===== config.mk =====
export PLATFORM = sky130hd
export DESIGN_NAME = hpb_port
export DESIGN_NICKNAME = d
export VERILOG_FILES = /design/src/hpb_pkg.sv /design/src/hpb_port.sv
export SDC_FILE = /design/constraint.sdc
export NUM_CORES = 1
export LEC_CHECK = 0
export ABC_AREA = 1
export BUFFER_PORTS_ARGS = -buffer_cell sky130_fd_sc_hd__buf_2
export CORE_ASPECT_RATIO = 0.9
export CORE_MARGIN = 3
export CORE_UTILIZATION = 35
export DETAILED_ROUTE_END_ITERATION = 7
export PLACE_DENSITY = 0.54
export SYNTH_ARGS = -nofsm -noshare
export SYNTH_HDL_FRONTEND = slang
export SYNTH_SLANG_ARGS = --single-unit

===== constraint.sdc =====
create_clock -name clock_in -period 1.7 [get_ports clock_in]
set_clock_uncertainty 0.1 [all_clocks]
set_input_delay 0.34 -clock clock_in [delete_from_list [all_inputs] [get_ports clock_in]]
set_output_delay 0.34 -clock clock_in [all_outputs]
set_load 0.05 [all_outputs]

===== src/hpb_pkg.sv =====
// Package for the host processor bus port: widths, sync depth, access types
package hpb_pkg;
   // ********************************************************************
   // Widths and timing
   // ********************************************************************
   localparam int HPB_DATA_W = 16;
   localparam int HPB_ADDR_W = 12;
   localparam int HPB_SYNC_STAGES = 3;
   localparam logic [15:0] HPB_RDATA_RST = 16'h0000;
   localparam logic [11:0] HPB_ADDR_RST = 12'h000;

   // ********************************************************************
   // Strobe styles and access kinds
   // ********************************************************************
   typedef enum logic {
      HPB_STYLE_RW = 1'b0,     // Single read/not-write line with chip select
      HPB_STYLE_STROBE = 1'b1  // Separate write and read strobes
   } hpb_style_e;

   // Access state: idle, read, write; Gray order idle->read and idle->write
   typedef enum logic [1:0] {
      HPB_IDLE = 2'b00,
      HPB_READ = 2'b01,
      HPB_WRITE = 2'b10
   } hpb_state_e;

   // Synchronised host pins
   typedef struct packed {
      logic cs_n;
      logic rnw_wr_n;
      logic oe_rd_n;
   } hpb_pins_s;

   // Request towards the internal register and memory space
   typedef struct packed {
      logic wr;
      logic rd;
      logic [11:0] addr;
      logic [15:0] wdata;
   } hpb_req_s;
endpackage : hpb_pkg


===== src/hpb_port.sv =====
// Host processor bus port: pin synchronisers, strobe decode and data bus drive
`timescale 1ns/1ps
module hpb_port
   import hpb_pkg::*;
#(
   parameter int DATA_W = HPB_DATA_W,
   parameter int ADDR_W = HPB_ADDR_W
) (
   // Clock and reset
   input wire logic clock_in,
   input wire logic rstn_in,
   // Static configuration
   input wire logic style_strobe_in,
   // Host pins
   input wire logic [ADDR_W-1:0] host_addr_in,
   input wire logic [DATA_W-1:0] host_data_in,
   output logic [DATA_W-1:0] host_data_out,
   output logic host_data_oe_out,
   input wire logic host_cs_n_in,
   input wire logic host_rnw_wr_n_in,
   input wire logic host_oe_rd_n_in,
   output logic host_irq_n_out,
   output logic host_irq_oe_out,
   // Internal side
   input wire logic irq_pending_in,
   input wire logic [DATA_W-1:0] int_rdata_in,
   output logic int_wr_out,
   output logic int_rd_out,
   output logic [ADDR_W-1:0] int_addr_out,
   output logic [DATA_W-1:0] int_wdata_out
);

   // ********************************************************************
   // Pin synchronisers
   // ********************************************************************
   // Three stages per pin; a change counts once stages two and three agree
   hpb_pins_s s1_ff, s2_ff, s3_ff, pins_ff;
   hpb_pins_s nxt_pins;
   logic [ADDR_W-1:0] addr_s1_ff, addr_s2_ff, addr_s3_ff, addr_flt_ff;
   logic [ADDR_W-1:0] nxt_addr_flt;
   logic [DATA_W-1:0] wd_s1_ff, wd_s2_ff, wd_s3_ff, wd_flt_ff;
   logic [DATA_W-1:0] nxt_wd_flt;
   logic irq_n_ff;
   hpb_style_e style_ff;
   hpb_state_e state_ff, nxt_state;
   logic [DATA_W-1:0] rdata_ff;
   logic drive_ff, irq_ff, wr_ff, rd_ff;
   logic [ADDR_W-1:0] addr_ff;
   logic [DATA_W-1:0] wdata_ff;

   wire hpb_pins_s pin_now = '{cs_n: host_cs_n_in, rnw_wr_n: host_rnw_wr_n_in,
                               oe_rd_n: host_oe_rd_n_in};

   // Agreement filter shared by strobes, address and data: a bit moves only where
   // stages two and three agree, otherwise it keeps its last filtered value.
   // Limitation: words up to 32 bits, enough for the 12-bit address and 16-bit data
   function automatic logic [31:0] agree_bits(input logic [31:0] s2, input logic [31:0] s3,
      input logic [31:0] held);
      agree_bits = (s2 & s3) | (held & (s2 | s3));
   endfunction : agree_bits

   // Same filter on every pin group, so a word and its strobe reach the decode together
   // and a write never catches data that the host has already withdrawn
   wire logic [31:0] pins_agree = agree_bits(32'(s2_ff), 32'(s3_ff), 32'(pins_ff));
   wire logic [31:0] addr_agree = agree_bits(32'(addr_s2_ff), 32'(addr_s3_ff),
                                             32'(addr_flt_ff));
   wire logic [31:0] wd_agree = agree_bits(32'(wd_s2_ff), 32'(wd_s3_ff),
                                           32'(wd_flt_ff));
   assign nxt_pins = hpb_pins_s'(pins_agree[2:0]);
   assign nxt_addr_flt = addr_agree[ADDR_W-1:0];
   assign nxt_wd_flt = wd_agree[DATA_W-1:0];

   always_ff @(posedge clock_in) begin
      if (!rstn_in) begin
         s1_ff <= '1;
         s2_ff <= '1;
         s3_ff <= '1;
         pins_ff <= '1;
      end else begin
         s1_ff <= pin_now;
         s2_ff <= s1_ff;
         s3_ff <= s2_ff;
         pins_ff <= nxt_pins;
      end
   end

   // Address and data take the same three stages and filter as the strobes
   // Their filtered copies line up edge for edge with the filtered strobes
   always_ff @(posedge clock_in) begin
      if (!rstn_in) begin
         addr_s1_ff <= HPB_ADDR_RST;
         addr_s2_ff <= HPB_ADDR_RST;
         addr_s3_ff <= HPB_ADDR_RST;
         addr_flt_ff <= HPB_ADDR_RST;
         wd_s1_ff <= HPB_RDATA_RST;
         wd_s2_ff <= HPB_RDATA_RST;
         wd_s3_ff <= HPB_RDATA_RST;
         wd_flt_ff <= HPB_RDATA_RST;
      end else begin
         addr_s1_ff <= host_addr_in;
         addr_s2_ff <= addr_s1_ff;
         addr_s3_ff <= addr_s2_ff;
         addr_flt_ff <= nxt_addr_flt;
         wd_s1_ff <= host_data_in;
         wd_s2_ff <= wd_s1_ff;
         wd_s3_ff <= wd_s2_ff;
         wd_flt_ff <= nxt_wd_flt;
      end
   end

   // ********************************************************************
   // Style and access decode
   // ********************************************************************
   // Style is captured only while idle, so a change mid-access cannot split it
   always_ff @(posedge clock_in) begin
      if (!rstn_in) begin
         style_ff <= HPB_STYLE_RW;
      end else if (state_ff == HPB_IDLE) begin
         style_ff <= hpb_style_e'(style_strobe_in);
      end
   end

   wire logic selected = !pins_ff.cs_n;
   // Read/not-write style: output-enable pin is held at ground and not looked at
   wire logic rw_read = selected && pins_ff.rnw_wr_n;
   wire logic rw_write = selected && !pins_ff.rnw_wr_n;
   wire logic st_write = selected && !pins_ff.rnw_wr_n && pins_ff.oe_rd_n;
   wire logic st_read = selected && !pins_ff.oe_rd_n && pins_ff.rnw_wr_n;
   wire logic want_read = (style_ff == HPB_STYLE_STROBE) ? st_read : rw_read;
   wire logic want_write = (style_ff == HPB_STYLE_STROBE) ? st_write : rw_write;

   // ********************************************************************
   // Access state machine
   // ********************************************************************
   // One internal strobe per access; the port waits for the host to end it
   always_comb begin
      nxt_state = state_ff;
      unique case (state_ff)
         HPB_IDLE: begin
            if (want_read) begin
               nxt_state = HPB_READ;
            end else if (want_write) begin
               nxt_state = HPB_WRITE;
            end
         end
         HPB_READ: begin
            if (!want_read) begin
               nxt_state = HPB_IDLE;
            end
         end
         HPB_WRITE: begin
            if (!want_write) begin
               nxt_state = HPB_IDLE;
            end
         end
         default: begin
            nxt_state = HPB_IDLE;
         end
      endcase
   end

   wire logic start_rd = (state_ff == HPB_IDLE) && want_read;
   // Write commits at the end of the strobe, when the data is surely stable
   wire logic end_wr = (state_ff == HPB_WRITE) && !want_write;
   // Capture only while the filtered strobe still stands, never on the closing edge
   wire logic wr_held = (state_ff == HPB_WRITE) && want_write;

   always_ff @(posedge clock_in) begin
      if (!rstn_in) begin
         state_ff <= HPB_IDLE;
         wr_ff <= 1'b0;
         rd_ff <= 1'b0;
         addr_ff <= HPB_ADDR_RST;
         wdata_ff <= HPB_RDATA_RST;
      end else begin
         state_ff <= nxt_state;
         wr_ff <= end_wr;
         rd_ff <= start_rd;
         if (start_rd || wr_held) begin
            addr_ff <= addr_flt_ff;
         end
         if (wr_held) begin
            wdata_ff <= wd_flt_ff;
         end
      end
   end

   // ********************************************************************
   // Data bus drive and interrupt
   // ********************************************************************
   // Read data is latched the cycle after the internal read strobe
   always_ff @(posedge clock_in) begin
      if (!rstn_in) begin
         rdata_ff <= HPB_RDATA_RST;
         drive_ff <= 1'b0;
         irq_ff <= 1'b0;
         irq_n_ff <= 1'b1;
      end else begin
         if (rd_ff) begin
            rdata_ff <= int_rdata_in;
         end
         drive_ff <= (state_ff == HPB_READ) && want_read;
         irq_ff <= irq_pending_in;
         // Level mirrors the pull, so a board that ignores the enable still reads it right
         irq_n_ff <= !irq_pending_in;
      end
   end

   assign host_data_out = rdata_ff;
   assign host_data_oe_out = drive_ff;
   assign host_irq_n_out = irq_n_ff; // Low whenever the line is pulled
   assign host_irq_oe_out = irq_ff;
   assign int_wr_out = wr_ff;
   assign int_rd_out = rd_ff;
   assign int_addr_out = addr_ff;
   assign int_wdata_out = wdata_ff;
endmodule : hpb_port


==> impl_results.md <==
* Status: finished, final reports clean
* DR vias at 4193
* Synthesized area at 0.00561 mm²
* Peak VDD IR at 0.000743 V
* Top FF cell, synth: dfxtp_1
* Multi-input gate area at 0.00154 mm²
* WL per Instance at 10.5 µm
* Distinct cells, synth at 20
* Hold-critical path depth at 3
* Core Area at 0.0155 mm²
* CTS HTree Levels at 4
* Final Setup Violations at 0
* Later-pin clock latency in the skew report at 0.42 ns
* Asr flop ratio synth at 0%
* CP cell instances: buf_2
* Final WL at 10.5 mm
* Power per Cell Area at 1210 mW/mm²
* Leak at 3.72 nW
* Synth Instances at 658
* CP peak stage delay at 0.37 ns
* Fmax at 0.663 GHz
* Slowest-stage cell, CP: dfxtp_1
* Area growth syn-to-layout at 28.5%
* Hold Path Origin: host_addr_in[10]
* Clock Sinks at 176
* Yosys warns at 0
* TritonRoute pass-1 iters at 6
* Largest net degree at the start of global routing at 72
* Std cell rows at 43
* Iteration-0 DRC Markers at 263
* CP delay by family, top: flip-flops
* WP depth at 1
* Crit path launch type: register
* Initial Utilization at 36.1%
* Critical Path RT at 1.26 ns
* Synthesized area per cell at 8.53 µm²
* Register area at 0.00352 mm²
* ANT nets after route at 0
* Final min period at 1.51 ns
* Fillcell total at 1509
* DP HPWL at 6.90 mm
* I/O pin count at 100
* CTS Buf Count at 17
* Seq/Total Area, Yosys at 62.8%
* Final-report hold violation count at 0
* ANT cells at 0
* Post-Syn Nets at 709
* Total Die Area at 0.0176 mm²
* RR Startpoint: pins_ff[1]
* Root buffer cell: clkbuf_16
* Reg-to-reg endpoint: int_wdata_out[2]
* Worst Tran Pin Value at 0.416 ns
* Worst setup path endpoint: int_addr_out[9]
* Final core utilization at 46.4%
* Max Cap Viol at 0
* Die W at 140 µm
* Antenna violations before repair at 0
* Number of synthesized flops with an enable pin at 0
* Max Transition Viols Final at 0
* Largest fanout on the critical path at 2
* CP Class: reg2out
* WP data arrival at 1.07 ns
* Worst slack at placement at 0.0804 ns
* Global-route wire length before repair at 17.7 mm
* Post_cts resized at 0
* Die height at 126 µm
* CTS tree: done
* Period utilisation layout at 88.8%
* Hold Crit Class: in2reg
* GRT Util Overall at 12.3%
* Hold Slack at 0.0137 ns
* Crit path buffers/inverters at 1
* #FFs+latches synth at 176
* RePlAce Congestion at 0.787
* CTS clk-pin slew, worst paths at 0.06 ns
* CP Launch Point: int_addr_out[9]
* Vias in the first global route at 3735
* DRC errors left at 0
* Crit end category: primary output
* CTS max path bufs at 2
* Via-per-instance ratio at 4.21
* Setup slack, reg-to-reg at 0.28 ns
* IO buf count at 99
* Unrepaired setup endpoints after global routing: no
* # nets final at 834
* Reg2reg path depth at 5
* Fin Setup TNS at 0 ns
* Max_slew headroom at 72.2%
* Layout cell share with drive strength beyond 1 at 18.6%
* Grt ovf at 0
* Worst setup margin at 0.191 ns
[logic make-up (layout without fill, tap and decap cells)]
group           count (synthesis)  after routing  share of synthesized area, %
buf+inv                       132            268                          9.78
compound gates                123            123                          11.0
simple gates                  227            227                          16.5
flops                         176            176                          62.8
[synthesized netlist by cell type, types with 4 or more instances]
| cell type | number | share of area (%) |
|---|---|---|
| inv_1 | 101 | 6.8 |
| buf_6 | 4 | 0.80 |
| nand3_1 | 12 | 1.1 |
| nor2_1 | 94 | 6.3 |
| clkbuf_1 | 6 | 0.40 |
| or2_2 | 9 | 1.0 |
| dfxtp_1 | 176 | 63 |
| a21oi_1 | 59 | 5.3 |
| o21ai_0 | 56 | 5.0 |
| o21ai_1 | 8 | 0.71 |
| nand2_1 | 105 | 7.0 |
| buf_2 | 18 | 1.6 |
[cell type report]
type | count | share of cell area [%]
clock buffers | 21 | 6.38
well taps | 202 | 3.50
flip-flops and latches | 176 | 48.9
clock inverters | 9 | 2.52
repair buffers | 135 | 12.0
multi-input cells | 350 | 21.4
inverters | 103 | 5.36
[through the flow]
stage / power (W) / instance area [µm²] / instances
after floorplan: 0.00449 / 5610 / 658
after global placement: 0.00458 / 6260 / 935
after detailed placement: 0.00459 / 6260 / 935
after CTS: 0.00884 / 7200 / 994
after global routing: 0.00906 / 7210 / 996
final: 0.00871 / 7210 / 996
[timing repair]
action	4_1_cts	5_1_grt
hold buffers	29	0
endpoints found under the hold margin	29	0
buffers inserted	0	2
endpoints found under the setup margin	0	14
[registers in the layout, summed over array words and instances, names as in the netlist, 2 cells and up]
name           count
s2_ff              3
pins_ff            3
host_data_out     16
addr_s1_ff        12
wd_s3_ff          16
state_ff           2
wd_s1_ff          16
addr_s3_ff        12
wd_s2_ff          16
addr_flt_ff       12
s1_ff              3
int_addr_out      12
addr_s2_ff        12
wd_flt_ff         16
int_wdata_out     16
s3_ff              3
[how the worst min path moves through the flow]
stage                           to  slack (ns)
finish              addr_s1_ff[10]        0.01
global route        addr_s1_ff[10]        0.01
CTS                 addr_s1_ff[10]       0.001
detailed placement     wd_s2_ff[9]        0.30
global placement       wd_s2_ff[6]        0.30
floorplan            addr_s2_ff[0]        0.29
[power breakdown]
| part | switching (W) | internal (W) |
|---|---|---|
| Combinational | 0.000143 | 0.000142 |
| Clock | 0.00149 | 0.00268 |
| Sequential | 0.0000412 | 0.00422 |
| Total | 0.00167 | 0.00704 |
[metal layers]
metal	part of all wire (%)	global-route usage, %
met4	1.1	4.43
met1	52	16.7
met2	41	17.9
met3	6.3	4.86
met5	0	0
[cells in the final DEF (no fill, tap or decap)]
| master | synthesis | layout |
|---|---|---|
| o21ai_1 | 8 | 8 |
| inv_6 | 0 | 1 |
| nand3_1 | 12 | 12 |
| nor2_1 | 94 | 94 |
| nand2_1 | 105 | 105 |
| dfxtp_1 | 176 | 176 |
| buf_4 | 0 | 6 |
| clkbuf_8 | 0 | 2 |
| clkbuf_16 | 0 | 17 |
| nor3_1 | 2 | 2 |
| nor4_1 | 1 | 1 |
| inv_2 | 2 | 2 |
| nand3_2 | 1 | 1 |
| or2_2 | 9 | 9 |
| clkbuf_1 | 6 | 2 |
| nor3b_1 | 1 | 1 |
| nor2_4 | 1 | 1 |
| o21ai_0 | 56 | 56 |
| buf_2 | 18 | 98 |
| clkinv_2 | 0 | 1 |
| buf_12 | 0 | 2 |
| nand3_4 | 1 | 1 |
| dlygate4sd3_1 | 0 | 29 |
| bufinv_16 | 0 | 5 |
| clkinv_4 | 0 | 2 |
| inv_1 | 101 | 101 |
| a21oi_1 | 59 | 59 |
[worst min-delay path: cells and delay by family]
kind          cells  cell delay (ns)
simple gates      1             0.04
buf+inv           2             0.12
Power figures use the tool's default switching activity.
